<file path="src/verilog/rtc_pkg.sv">
// Constants, register map and carrier types for the receive transport check block.
// Assumes one 100 MHz clock shared by deframer, lane logic and the register bus.
package rtc_pkg;
	// ----------------------------------------
	// register indices; byte address is index * 4
	// ----------------------------------------
	localparam logic [11:0] RTC_IDX_TEST_CONTROL = 12'h32C;
	localparam logic [11:0] RTC_IDX_REF_LOW = 12'h32D;
	localparam logic [11:0] RTC_IDX_REF_HIGH = 12'h32E;
	localparam logic [11:0] RTC_IDX_RESULT = 12'h32F;
	localparam logic [11:0] RTC_IDX_LANE_INVERT = 12'h334;
	localparam logic [11:0] RTC_IDX_DEVICE_NUMBER = 12'h400;
	localparam logic [11:0] RTC_IDX_ADJUST_BANK = 12'h401;
	localparam logic [11:0] RTC_IDX_LANE0_FLAGS = 12'h402;
	localparam logic [11:0] RTC_IDX_IRQ_STATUS = 12'h410;
	localparam logic [11:0] RTC_IDX_IRQ_MASK = 12'h411;
	localparam int RTC_ADDR_W = 14;
	// ----------------------------------------
	// field positions and reset values
	// ----------------------------------------
	localparam int RTC_CTL_ENABLE = 0;
	localparam int RTC_CTL_CLEAR = 1;
	localparam int RTC_CTL_CONV_LSB = 2;
	localparam int RTC_CTL_SAMPLE_LSB = 4;
	localparam logic [7:0] RTC_RESET_BYTE = 8'h00;
	localparam logic [7:0] RTC_CTL_WRITABLE = 8'h3F;
	localparam logic [7:0] RTC_INVERT_WRITABLE = 8'h0F;
	localparam logic [7:0] RTC_FLAGS_WRITABLE = 8'h7F;
	localparam int RTC_IRQ_FAIL = 0;
	localparam int RTC_IRQ_CAPTURE = 1;
	localparam logic [1:0] RTC_RESP_OKAY = 2'h0;
	localparam logic [1:0] RTC_RESP_SLVERR = 2'h2;
	// ----------------------------------------
	// carriers
	// ----------------------------------------
	typedef struct packed {
		logic valid;
		logic [3:0][3:0][15:0] sample;
	} rtc_frame_t;
	typedef struct packed {
		logic valid;
		logic [3:0][7:0] data;
	} rtc_lanes_t;
	typedef struct packed {
		logic valid;
		logic [7:0] device_number;
		logic [7:0] adjust_bank;
		logic [7:0] lane_flags;
	} rtc_lane_cfg_t;
endpackage

</file>
<file path="src/verilog/rtc_transport_check.sv">
// Transport check, lane polarity inversion and lane 0 link parameter capture,
// with an AXI4-Lite register slave and one level interrupt.
// Assumes deframer, lane and alignment inputs arrive on ref_clk.
//
// How it works
// (RQ1) converter select picks compared sample stream
// (RQ2) sample select picks compared sample position
// (RQ3) clear bit resets result; zero leaves it
// (RQ4) comparison runs only while enable is set
// (RQ5) low reference byte is read-write register
// (RQ6) high reference byte is read-write register
// (RQ7) compare reference against deframed selected sample
// (RQ8) fail bit reports match pass, mismatch fail
// (RQ9) fail sticks until cleared; zero while matching
// (RQ10) invert lane x data when mask bit set
// (RQ11) capture lane 0 device number, read-only
// (RQ12) capture adjust resolution into upper nibble
// (RQ13) capture bank number into lower nibble
// (RQ14) transmitter sends adjust direction zero; shown
// (RQ15) transmitter sends phase request zero; shown
// (RQ16) capture lane 0 lane number, low bits
// (RQ17) recapture each alignment; zero before first
//
// Local design decision: the AXI4-Lite interface to the registers.
module rtc_transport_check
	import rtc_pkg::*;
(
	// clock and reset
	input wire logic ref_clk,
	input wire logic rst,
	// axi4-lite write
	input wire logic [RTC_ADDR_W-1:0] s_axi_awaddr,
	input wire logic s_axi_awvalid,
	output logic s_axi_awready,
	input wire logic [31:0] s_axi_wdata,
	input wire logic [3:0] s_axi_wstrb,
	input wire logic s_axi_wvalid,
	output logic s_axi_wready,
	output logic [1:0] s_axi_bresp,
	output logic s_axi_bvalid,
	input wire logic s_axi_bready,
	// axi4-lite read
	input wire logic [RTC_ADDR_W-1:0] s_axi_araddr,
	input wire logic s_axi_arvalid,
	output logic s_axi_arready,
	output logic [31:0] s_axi_rdata,
	output logic [1:0] s_axi_rresp,
	output logic s_axi_rvalid,
	input wire logic s_axi_rready,
	// receive data path
	input wire rtc_frame_t frame_in,
	input wire rtc_lanes_t lanes_in,
	output rtc_lanes_t lanes_out,
	input wire rtc_lane_cfg_t lane0_cfg,
	// interrupt
	output logic irq
);
	function automatic logic [11:0] reg_index(input logic [RTC_ADDR_W-1:0] addr);
		reg_index = addr[RTC_ADDR_W-1:2];
	endfunction

	function automatic logic is_mapped(input logic [11:0] idx);
		case (idx)
			RTC_IDX_TEST_CONTROL, RTC_IDX_REF_LOW, RTC_IDX_REF_HIGH, RTC_IDX_RESULT,
			RTC_IDX_LANE_INVERT, RTC_IDX_DEVICE_NUMBER, RTC_IDX_ADJUST_BANK,
			RTC_IDX_LANE0_FLAGS, RTC_IDX_IRQ_STATUS, RTC_IDX_IRQ_MASK: is_mapped = 1'b1;
			default: is_mapped = 1'b0;
		endcase
	endfunction

	logic [7:0] test_control;
	logic [7:0] ref_low;
	logic [7:0] ref_high;
	logic [7:0] lane_invert;
	logic [7:0] irq_mask;
	logic [7:0] irq_status;
	logic [7:0] device_number;
	logic [7:0] adjust_bank;
	logic [7:0] lane_flags;
	logic fail;
	logic aw_held;
	logic w_held;
	logic [11:0] aw_idx;
	logic [31:0] w_data;
	logic [3:0] w_strb;
	logic next_aw_held;
	logic next_w_held;
	logic next_rvalid;
	logic wr_fire;
	logic ar_fire;
	logic status_read;
	logic [31:0] rd_word;
	logic [15:0] picked;
	logic mismatch;
	logic fail_event;
	logic [7:0] events;

	// ----------------------------------------
	// bus write channel
	// ----------------------------------------
	// address and data may land in either order; response once both are held
	assign wr_fire = aw_held && w_held && !s_axi_bvalid;

	always_comb begin
		next_aw_held = aw_held;
		next_w_held = w_held;
		if (s_axi_awvalid && s_axi_awready) begin
			next_aw_held = 1'b1;
		end else if (wr_fire) begin
			next_aw_held = 1'b0;
		end
		if (s_axi_wvalid && s_axi_wready) begin
			next_w_held = 1'b1;
		end else if (wr_fire) begin
			next_w_held = 1'b0;
		end
	end

	always_ff @(posedge ref_clk) begin
		if (rst) begin
			aw_held <= 1'b0;
			w_held <= 1'b0;
			s_axi_awready <= 1'b0;
			s_axi_wready <= 1'b0;
			aw_idx <= 12'h000;
			w_data <= 32'h00000000;
			w_strb <= 4'h0;
		end else begin
			aw_held <= next_aw_held;
			w_held <= next_w_held;
			s_axi_awready <= !next_aw_held;
			s_axi_wready <= !next_w_held;
			if (s_axi_awvalid && s_axi_awready) begin
				aw_idx <= reg_index(s_axi_awaddr);
			end
			if (s_axi_wvalid && s_axi_wready) begin
				w_data <= s_axi_wdata;
				w_strb <= s_axi_wstrb;
			end
		end
	end

	always_ff @(posedge ref_clk) begin
		if (rst) begin
			s_axi_bvalid <= 1'b0;
			s_axi_bresp <= RTC_RESP_OKAY;
		end else if (wr_fire) begin
			s_axi_bvalid <= 1'b1;
			s_axi_bresp <= is_mapped(aw_idx) ? RTC_RESP_OKAY : RTC_RESP_SLVERR;
		end else if (s_axi_bready) begin
			s_axi_bvalid <= 1'b0;
		end
	end

	// ----------------------------------------
	// writable registers
	// ----------------------------------------
	// only byte lane 0 carries data; other lanes are ignored
	always_ff @(posedge ref_clk) begin
		if (rst) begin
			test_control <= RTC_RESET_BYTE;
			ref_low <= RTC_RESET_BYTE;
			ref_high <= RTC_RESET_BYTE;
			lane_invert <= RTC_RESET_BYTE;
			irq_mask <= RTC_RESET_BYTE;
		end else if (wr_fire && w_strb[0]) begin
			case (aw_idx)
				RTC_IDX_TEST_CONTROL: test_control <= w_data[7:0] & RTC_CTL_WRITABLE;
				RTC_IDX_REF_LOW: ref_low <= w_data[7:0]; // RQ5
				RTC_IDX_REF_HIGH: ref_high <= w_data[7:0]; // RQ6
				RTC_IDX_LANE_INVERT: lane_invert <= w_data[7:0] & RTC_INVERT_WRITABLE;
				RTC_IDX_IRQ_MASK: irq_mask <= w_data[7:0];
				default: ;
			endcase
		end
	end

	// ----------------------------------------
	// bus read channel
	// ----------------------------------------
	assign ar_fire = s_axi_arvalid && s_axi_arready;
	assign status_read = ar_fire && (reg_index(s_axi_araddr) == RTC_IDX_IRQ_STATUS);

	always_comb begin
		rd_word = 32'h00000000;
		case (reg_index(s_axi_araddr))
			RTC_IDX_TEST_CONTROL: rd_word[7:0] = test_control;
			RTC_IDX_REF_LOW: rd_word[7:0] = ref_low;
			RTC_IDX_REF_HIGH: rd_word[7:0] = ref_high;
			RTC_IDX_RESULT: rd_word[0] = fail; // RQ8
			RTC_IDX_LANE_INVERT: rd_word[7:0] = lane_invert;
			RTC_IDX_DEVICE_NUMBER: rd_word[7:0] = device_number; // RQ11
			RTC_IDX_ADJUST_BANK: rd_word[7:0] = adjust_bank; // RQ12 RQ13
			RTC_IDX_LANE0_FLAGS: rd_word[7:0] = lane_flags; // RQ14 RQ15 RQ16
			RTC_IDX_IRQ_STATUS: rd_word[7:0] = irq_status;
			RTC_IDX_IRQ_MASK: rd_word[7:0] = irq_mask;
			default: rd_word = 32'h00000000;
		endcase
	end

	always_comb begin
		next_rvalid = s_axi_rvalid;
		if (ar_fire) begin
			next_rvalid = 1'b1;
		end else if (s_axi_rvalid && s_axi_rready) begin
			next_rvalid = 1'b0;
		end
	end

	always_ff @(posedge ref_clk) begin
		if (rst) begin
			s_axi_rvalid <= 1'b0;
			s_axi_arready <= 1'b0;
			s_axi_rdata <= 32'h00000000;
			s_axi_rresp <= RTC_RESP_OKAY;
		end else begin
			s_axi_rvalid <= next_rvalid;
			s_axi_arready <= !next_rvalid;
			if (ar_fire) begin
				s_axi_rdata <= rd_word;
				s_axi_rresp <= is_mapped(reg_index(s_axi_araddr)) ? RTC_RESP_OKAY
					: RTC_RESP_SLVERR;
			end
		end
	end

	// ----------------------------------------
	// transport check
	// ----------------------------------------
	assign picked = frame_in.sample[test_control[RTC_CTL_CONV_LSB +: 2]] // RQ1
		[test_control[RTC_CTL_SAMPLE_LSB +: 2]]; // RQ2
	assign mismatch = frame_in.valid && (picked != {ref_high, ref_low}); // RQ7
	assign fail_event = test_control[RTC_CTL_ENABLE] && !test_control[RTC_CTL_CLEAR]
		&& mismatch && !fail; // RQ4

	// clear is a level: while it is held the result stays at pass
	always_ff @(posedge ref_clk) begin
		if (rst) begin
			fail <= 1'b0;
		end else if (test_control[RTC_CTL_CLEAR]) begin
			fail <= 1'b0; // RQ3
		end else if (test_control[RTC_CTL_ENABLE] && mismatch) begin
			fail <= 1'b1; // RQ9
		end
	end

	// ----------------------------------------
	// lane polarity
	// ----------------------------------------
	always_ff @(posedge ref_clk) begin
		if (rst) begin
			lanes_out <= '0;
		end else begin
			lanes_out.valid <= lanes_in.valid;
			for (int i = 0; i < 4; i++) begin
				lanes_out.data[i] <= lanes_in.data[i] ^ {8{lane_invert[i]}}; // RQ10
			end
		end
	end

	// ----------------------------------------
	// lane 0 configuration capture
	// ----------------------------------------
	// fields are shown as received; the transmitter is trusted to send zero
	// in the adjust direction and phase request bits
	always_ff @(posedge ref_clk) begin
		if (rst) begin
			device_number <= RTC_RESET_BYTE;
			adjust_bank <= RTC_RESET_BYTE;
			lane_flags <= RTC_RESET_BYTE;
		end else if (lane0_cfg.valid) begin
			device_number <= lane0_cfg.device_number; // RQ11 RQ17
			adjust_bank <= lane0_cfg.adjust_bank; // RQ12 RQ13
			lane_flags <= lane0_cfg.lane_flags & RTC_FLAGS_WRITABLE; // RQ14 RQ15 RQ16
		end
	end

	// ----------------------------------------
	// interrupt
	// ----------------------------------------
	always_comb begin
		events = 8'h00;
		events[RTC_IRQ_FAIL] = fail_event;
		events[RTC_IRQ_CAPTURE] = lane0_cfg.valid;
	end

	// an event in the cycle of a status read survives the clear
	always_ff @(posedge ref_clk) begin
		if (rst) begin
			irq_status <= RTC_RESET_BYTE;
		end else begin
			irq_status <= (status_read ? 8'h00 : irq_status) | events;
		end
	end

	always_ff @(posedge ref_clk) begin
		if (rst) begin
			irq <= 1'b0;
		end else begin
			irq <= |(irq_status & irq_mask);
		end
	end
endmodule // rtc_transport_check

</file>
<file path="config.mk">
export PLATFORM = sky130hd
export DESIGN_NAME = rtc_transport_check
export DESIGN_NICKNAME = d
export VERILOG_FILES = /design/src/verilog/rtc_pkg.sv /design/src/verilog/rtc_transport_check.sv
export SDC_FILE = /design/constraint.sdc
export NUM_CORES = 1
export LEC_CHECK = 0
export ABC_AREA = 1
export BUFFER_PORTS_ARGS = -buffer_cell sky130_fd_sc_hd__buf_4
export CORE_AREA = 4 4 177 179
export DETAILED_ROUTE_END_ITERATION = 16
export DIE_AREA = 0 0 181 183
export GPL_TIMING_DRIVEN = 0
export MAX_ROUTING_LAYER = met4
export PLACE_DENSITY = 0.57
export SLEW_MARGIN = 20
export SYNTH_ARGS = -nofsm -noshare
export SYNTH_HDL_FRONTEND = slang
export SYNTH_SLANG_ARGS = --single-unit
</file>
<file path="constraint.sdc">
create_clock -name ref_clk -period 1.74 [get_ports ref_clk]
set_input_delay 0.087 -clock ref_clk [delete_from_list [all_inputs] [get_ports ref_clk]]
set_output_delay 0.087 -clock ref_clk [all_outputs]
set_load 0.05 [all_outputs]
</file>
==> summary.txt, run 1 <==
Yosys
  • Dominant cell by count in the synthesized netlist: sky130_fd_sc_hd__nand2_1
  • Async set-or-reset flop fraction in the synthesized netlist: 0%
  • Unique cell type count in the Yosys netlist: 30
  • Post-synthesis cell type with the largest combined area: sky130_fd_sc_hd__dfxtp_1
  • Mapped Cells: between 1000 and 1500
  • Synth Area per Inst: between 5 and 6 um2
  • Cell types with the largest area share after synthesis: sky130_fd_sc_hd__dfxtp_1 (31%), sky130_fd_sc_hd__nand2_1 (19%), sky130_fd_sc_hd__nand3_1 (10%)
  • Number of synthesis warnings: 0
  • Commonest cells post-synth: sky130_fd_sc_hd__nand2_1 (440), sky130_fd_sc_hd__nand3_1 (177), sky130_fd_sc_hd__inv_1 (172), sky130_fd_sc_hd__nor2_1 (136), sky130_fd_sc_hd__dfxtp_1 (132)
  • Synth Flop Type: sky130_fd_sc_hd__dfxtp_1
  • Post-Synthesis Cell Area: 0.00865 mm2
  • Yosys reg bits: between 100 and 150
  • Sequential share of the synthesized area: a little under a third
  • EDFF count, synth: 0
  • Yosys top cell area share: 30.6%

Drt
  • DRC violation count after routing: 0
  • TritonRoute pass-1 iters: 6
  • Detail-routed via count per cell: roughly 4.7
  • Total Wirelength: about 43000 um
  • Total number of vias: roughly 11000
  • Drt wl/cell: between 15 and 20 um
  • Final ANT Viol Nets: 0
  • Detailed Route Iter0 Violations: 881

STA
  • Final Cycle Share: 117%
  • Total of endpoints with negative setup slack in the final report: 2
  • PnR worst setup slack: -0.299 ns
  • Count of final max-slew check failures: 0
  • Post-route minimum period: just over 2 ns
  • Slew of the pin with the lowest slew margin: about 0.77 ns
  • Final Hold Vio Count: 0
  • Worst clock skew on the final layout: a little under 0.008 ns
  • Setup repair after global routing missed its margin: yes
  • Maximum clock rate: between 0.4 and 0.5 GHz
  • Max-Slew Margin vs Limit: 48.9%

Setup path
  • Category of cells accounting for the largest share of critical-path delay: simple AND/OR/NAND/NOR gates
  • Crit-path most repeated cell: sky130_fd_sc_hd__nand2_1
  • CP Data Required Time: around 2.0 ns
  • Logic depth of the worst register-to-register path: 14
  • Category of the most critical setup path: reg2reg
  • Category of the worst setup path launch point: flop
  • Slowest library cell on the worst path: sky130_fd_sc_hd__dfxtp_1
  • Type of destination of the critical path: flop
  • Slowest stage delay, CP: ~0.29 ns
  • Total buffers and inverters traversed by the critical path: 3
  • Sequence of cells on the critical path: buf_2 > inv_1 > buf_4 > nand3_1 > nand3_2 > nand2_1 > nand2_1 > nand2_1 > nor2_1 > nand2_1 > nor2_2 > nand2_2 > nand3_2 > a21oi_2
  • Arr. time, crit path: about 2.3 ns
  • Depth of the critical timing path with buffers and inverters included: 14
  • Max FO, Critical Path: 10

Die
  • I/O pins: approximately 460
  • Die area: ~0.033 mm2
  • Core region area: a little under 0.03 mm2
  • Count of standard-cell rows: 63
  • Chip Height: roughly 180 um
  • Die Wd: between 150 and 200 um
  • Initial core utilization: 29.2%

Global routing
  • Number of global-route vias before repair: 11100
  • Total global routing track utilization: 25.5%
  • Largest net degree at the start of global routing: 17
  • Number of antenna violations at the first check in global routing: 2
  • Wire length of the first global-routing pass: approximately 64000 um
  • Overflow after GRT: 0

Clock network
  • CTS H-Tree Depth: 4
  • Sink Count: 132
  • Later-pin clock latency in the skew report: around 0.41 ns
  • Num CTS Buffers: 17
  • Clock Pin Slew Worst Setup and Hold Paths: 0.06 ns
  • Clock tree from TritonCTS: built
  • Clock tree buffer depth: 2
  • Master cell of the clock root buffer: sky130_fd_sc_hd__clkbuf_16

Placed design
  • Number of I/O port buffers: around 400
  • Number of placed instances, taps included: approximately 2300
  • Final GP Congestion: between 0.9 and 1
  • Half-perimeter wire length after detailed placement: about 35000 um
  • Worst slack after detailed placement: -0.862 ns

Job
  • Max-cap check violation count: 0

Hold path
  • Number of instances on the worst hold path: 3
  • Class of the most critical hold timing path: in2reg

Pwr
  • Maximum ir drop on the vdd rail: 0.828 mV
  • Power per standard cell area: around 650 mW/mm2
  • Static leakage: slightly above 7 nW

Finish
  • Area added between synthesis and finish: 64.7%
  • Post-layout nets: 2368
  • Fraction of layout instances using a drive strength above 1: around 30%
  • Count of placed standard cells in the final layout, fillers left out: ~2400

Status
  • Violated checks: negative setup slack
  • Outcome: complete, but fails checks
## state kept, by name (all words and copies together) (netlist names), 8 cells and up
register and count:
ref_low 8, aw_idx 12, ref_high 8, lanes_out 33
adjust_bank 8, w_data 8, device_number 8, irq_mask 8
s_axi_rdata 8
## cells in the final DEF (no fill, tap or decap), types with 7 or more instances in the layout
cell	netlist	routed
sky130_fd_sc_hd__dfxtp_1	132	125
sky130_fd_sc_hd__buf_2	25	8
sky130_fd_sc_hd__o21ai_0	83	70
sky130_fd_sc_hd__o22ai_1	14	14
sky130_fd_sc_hd__clkbuf_1	33	21
sky130_fd_sc_hd__nand3_1	177	161
sky130_fd_sc_hd__a211oi_1	12	12
sky130_fd_sc_hd__nand2_1	440	438
sky130_fd_sc_hd__nor2_1	136	133
sky130_fd_sc_hd__o211ai_1	14	14
sky130_fd_sc_hd__a21oi_1	80	78
sky130_fd_sc_hd__inv_1	172	169
sky130_fd_sc_hd__buf_4	38	458
sky130_fd_sc_hd__buf_6	1	16
sky130_fd_sc_hd__o21ai_2	0	8
sky130_fd_sc_hd__conb_1	1	26
sky130_fd_sc_hd__nand4_1	8	8
sky130_fd_sc_hd__buf_1	11	7
sky130_fd_sc_hd__xnor2_1	32	32
sky130_fd_sc_hd__o21ai_1	2	7
sky130_fd_sc_hd__dlygate4sd3_1	0	77
sky130_fd_sc_hd__nand3_2	2	18
sky130_fd_sc_hd__clkbuf_16	0	17
## metrics by stage
step           area, um2  TNS (ns)  hold slack (ns)  util (%)  total power, mW
4_1_cts            14200    -0.620         0.000524      48.0             9.26
6_report           14200    -0.562           0.0206      48.2             9.22
3_3_place_gp       12200     -5.51            0.296      41.4             5.00
2_1_floorplan       8740         0            0.194         -             4.11
5_1_grt            14200    -0.910           0.0404      48.2             9.60
3_5_place_dp       12200     -7.09            0.293      41.4             5.02
## logic make-up after synthesis
| kind of cell | share of synthesized area, % |
|---|---|
| simple gates | 38.6 |
| flops | 30.6 |
| other cells | 0.0434 |
| compound gates | 13.1 |
| xor+xnor | 3.24 |
| buf+inv | 14.5 |
## tightest hold or removal path, cell delays in order
cell and delay, ns:
sky130_fd_sc_hd__buf_4 0.07, sky130_fd_sc_hd__o21ai_0 0.11, sky130_fd_sc_hd__a21oi_1 0.13
## power by group
group,switching (mW),internal [mW]
Clock,1.35,2.73
Sequential,0.0631,3.15
Combinational,0.980,0.948
## metal layers
metal | share of wire (%) | vias up | GRT usage [%] | wire [um]
met3 | 7.6 | 76 | 5.53 | 3300
met4 | 3.1 | 0 | 7.30 | 1320
met2 | 48 | 419 | 43.3 | 20900
met5 | 0 | - | - | 0
met1 | 41 | 5207 | 30.5 | 17600
li1 | - | 5618 | - | -
## final cells by class
| class | instances | area (um2) |
|---|---|---|
| Fill cell | 3042 | 15300 |
| Multi-Input combinational cell | 1049 | 5020 |
| Timing Repair Buffer | 497 | 3940 |
| Sequential cell | 132 | 2650 |
| Buffer | 108 | 791 |
| Inverter | 177 | 669 |
| Tap cell | 390 | 488 |
| Clock buffer | 19 | 443 |
| Clock inverter | 13 | 229 |
| Antenna cell | 2 | 5.00 |
## path summary, 6_finish.rpt
path	from	to	slack, ns
max	test_control[4]	irq_status[0]	-0.30
min	s_axi_awaddr[3]	aw_idx[1]	0.02
max reg2reg	test_control[4]	irq_status[0]	-0.30
min reg2reg	lane_flags[2]	lane_flags[2]	0.46
## what timing repair did
item,4_1_cts,5_1_grt
endpoints found under the setup margin,34,33
endpoints found under the hold margin,77,0
hold buffers,77,0
pin swaps,18,12
gates resized for setup,133,13
gates cloned,2,0
buffers inserted,13,4
No activity file was read; power rests on OpenSTA's default activity.
==> inputs of run 2 (changes only) <==
PLACE_DENSITY = 0.62   (was 0.57)
==> run 2 against run 1 <==
Net effect: combinational power is 2% higher; the run still ends with negative setup slack left; critical path depth increased by 3; final area increased by 4.6%; highest routed layer unchanged; largest power group unchanged; global-route usage down 0.17 points; sequential cell count stayed put.
==> summary.txt, run 2 (synthesis results as in run 1) <==
Drt
  • Detailed Route Iter0 Violations: 865
  • TritonRoute pass-1 iters: 7
  • DRC violation count after routing: 0
  • Total Wirelength: approximately 44000 um
  • Final ANT Viol Nets: 0
  • Drt wl/cell: about 18 um
  • Total number of vias: about 12000
  • Detail-routed via count per cell: approximately 5

Placed design
  • Number of I/O port buffers: roughly 400
  • Final GP Congestion: 0.964
  • Worst slack after detailed placement: -0.787 ns
  • Half-perimeter wire length after detailed placement: 34200 um

Clock network
  • Clock Pin Slew Worst Setup and Hold Paths: roughly 0.060 ns
  • CTS H-Tree Depth: 4
  • Later-pin clock latency in the skew report: 0.42 ns
  • Num CTS Buffers: 17
  • Master cell of the clock root buffer: sky130_fd_sc_hd__clkbuf_16
  • Clock tree buffer depth: 2
  • Clock tree from TritonCTS: built
  • Sink Count: 132

Setup path
  • Max FO, Critical Path: 7
  • Arr. time, crit path: 2.35 ns
  • CP Data Required Time: slightly above 2 ns
  • Type of destination of the critical path: flop
  • Category of the worst setup path launch point: flop
  • Category of the most critical setup path: reg2reg

Finish
  • Area added between synthesis and finish: 72.2%
  • Fraction of layout instances using a drive strength above 1: 34.1%
  • Number of filler cells placed in the layout: ~3000
  • Reg area: about 0.0027 mm2
  • Area of combinational cells with multiple inputs: roughly 0.0054 mm2
  • Most flops, register: lanes_out
  • Max reg flops: 33
  • Leading cell types in the layout, fill and taps excluded: sky130_fd_sc_hd__buf_4 (449), sky130_fd_sc_hd__nand2_1 (399), sky130_fd_sc_hd__inv_1 (167), sky130_fd_sc_hd__dfxtp_1 (127), sky130_fd_sc_hd__nand3_1 (126)
  • Post-layout nets: between 2000 and 2500
  • Commonest non-fill, non-tap cell in the layout: sky130_fd_sc_hd__buf_4
  • Largest registers in the final layout: lanes_out: 33 flops, aw_idx: 12 flops

Die
  • Die area: 0.0331 mm2
  • Core region area: approximately 0.03 mm2
  • I/O pins: roughly 460
  • Die Wd: ~180 um
  • Count of standard-cell rows: 63
  • Initial core utilization: between 20 and 30%
  • Chip Height: approximately 180 um

STA
  • Count of final max-slew check failures: 0
  • Final Hold Vio Count: 0
  • Post-route minimum period: between 2 and 2.5 ns
  • Worst clock skew on the final layout: slightly below 0.008 ns
  • Maximum clock rate: slightly below 0.5 GHz
  • Max-Slew Margin vs Limit: 47.7%
  • Slew of the pin with the lowest slew margin: slightly below 0.8 ns
  • PnR worst setup slack: -0.325 ns
  • Final Cycle Share: 119%
  • Total of endpoints with negative setup slack in the final report: 2
  • Setup repair after global routing missed its margin: yes

Global routing
  • Wire length of the first global-routing pass: 63500 um
  • Number of global-route vias before repair: approximately 11000
  • Met3 capacity usage during global routing: around 5.6%
  • Total global routing track utilization: between 20% and 30%
  • Largest net degree at the start of global routing: 17
  • Met2 usage: 42.5%
  • Overflow after GRT: 0
  • Global-route met1 utilization: a little under a third
  • Number of antenna violations at the first check in global routing: 2
  • Most used routing layer: met2

Pwr
  • Maximum ir drop on the vdd rail: between 0.6 and 0.7 mV
  • Power per standard cell area: 614 mW/mm2
  • Static leakage: about 7.3 nW
  • Total power after layout: around 9.1 mW

Job
  • Max-cap check violation count: 0

Hold path
  • Class of the most critical hold timing path: in2reg

Status
  • Outcome: complete, but fails checks
  • Violated checks: negative setup slack
==> run 2: cell count changes in the layout (fill, tap and decap cells not counted), sizes merged <==
cell / change
clkbuf: +7
clkinv: -2
bufinv: -1
buf: +3
clkinvlp: -1
==> run 2: worst paths after layout <==
path / startpoint / end / slack [ns] / cells past startpoint
max: test_control[2] / irq_status[0] / -0.32 / 17
min: s_axi_wdata[4] / w_data[4] / 0.02 / 3
max reg2reg: test_control[2] / irq_status[0] / -0.32 / 17
min reg2reg: s_axi_rdata[7] / s_axi_rdata[7] / 0.46 / 2
==> run 2: metrics by stage <==
stage	setup TNS (ns)	utilization (%)	instance area [um2]	hold slack [ns]	std cells
after global placement	-4.92	41.4	12200	0.290	2257
final	-0.616	50.4	14900	0.0204	2393
after detailed placement	-6.93	41.4	12200	0.306	2257
after floorplan	0	-	8740	0.194	1466
after CTS	-0.868	47.6	14100	0.00435	2377
after global routing	-0.866	50.4	14900	0.0360	2393
==> run 2: per-layer routing <==
metal	vias to the layer above	share of wire (%)	wire, um
met1	5405	41	18000
li1	5627	-	-
met3	89	7.2	3200
met4	0	3.1	1360
met5	-	0	0
met2	501	49	21700
==> run 2: what timing repair did <==
item | 4_1_cts | 5_1_grt
setup endpoints to repair | 34 | 38
hold buffers | 77 | 0
buffers inserted | 8 | 7
resized for setup | 120 | 174
pin swaps | 8 | 60
gates cloned | 3 | 7
hold endpoints to repair | 77 | 0
==> run 2: power breakdown <==
group / switching (mW) / internal [mW] / total, mW
logic: 1.01 / 0.966 / 1.97
registers: 0.0630 / 3.15 / 3.22
clock network: 1.29 / 2.65 / 3.95
total: 2.36 / 6.77 / 9.14
==> run 2: cell type report <==
cell class	count	share of cell area [%]
Sequential cell	132	17.8
Timing Repair Buffer	503	27.6
Antenna cell	2	0.0336
Inverter	177	4.52
Clock inverter	9	1.17
Buffer	108	5.98
Multi-Input combinational cell	1049	36.4
Clock buffer	23	3.21
Tap cell	390	3.28
==> run 2: worst max-delay path, cell delays in order, from the launching register on <==
cell and delay (ns):
sky130_fd_sc_hd__dfxtp_4 0.43, sky130_fd_sc_hd__inv_8 0.06, sky130_fd_sc_hd__clkbuf_16 0.17, sky130_fd_sc_hd__buf_12 0.14, sky130_fd_sc_hd__nand2_1 0.05, sky130_fd_sc_hd__nand2_1 0.05, sky130_fd_sc_hd__nand2_1 0.07, sky130_fd_sc_hd__nand3_2 0.14
sky130_fd_sc_hd__nand3_4 0.12, sky130_fd_sc_hd__nand2_2 0.08, sky130_fd_sc_hd__nand2_2 0.07, sky130_fd_sc_hd__nand2_2 0.06, sky130_fd_sc_hd__nor2_2 0.07, sky130_fd_sc_hd__nand2_1 0.06, sky130_fd_sc_hd__nor2_2 0.14, sky130_fd_sc_hd__nand2_2 0.08
sky130_fd_sc_hd__nand3_2 0.07, sky130_fd_sc_hd__a21oi_2 0.05
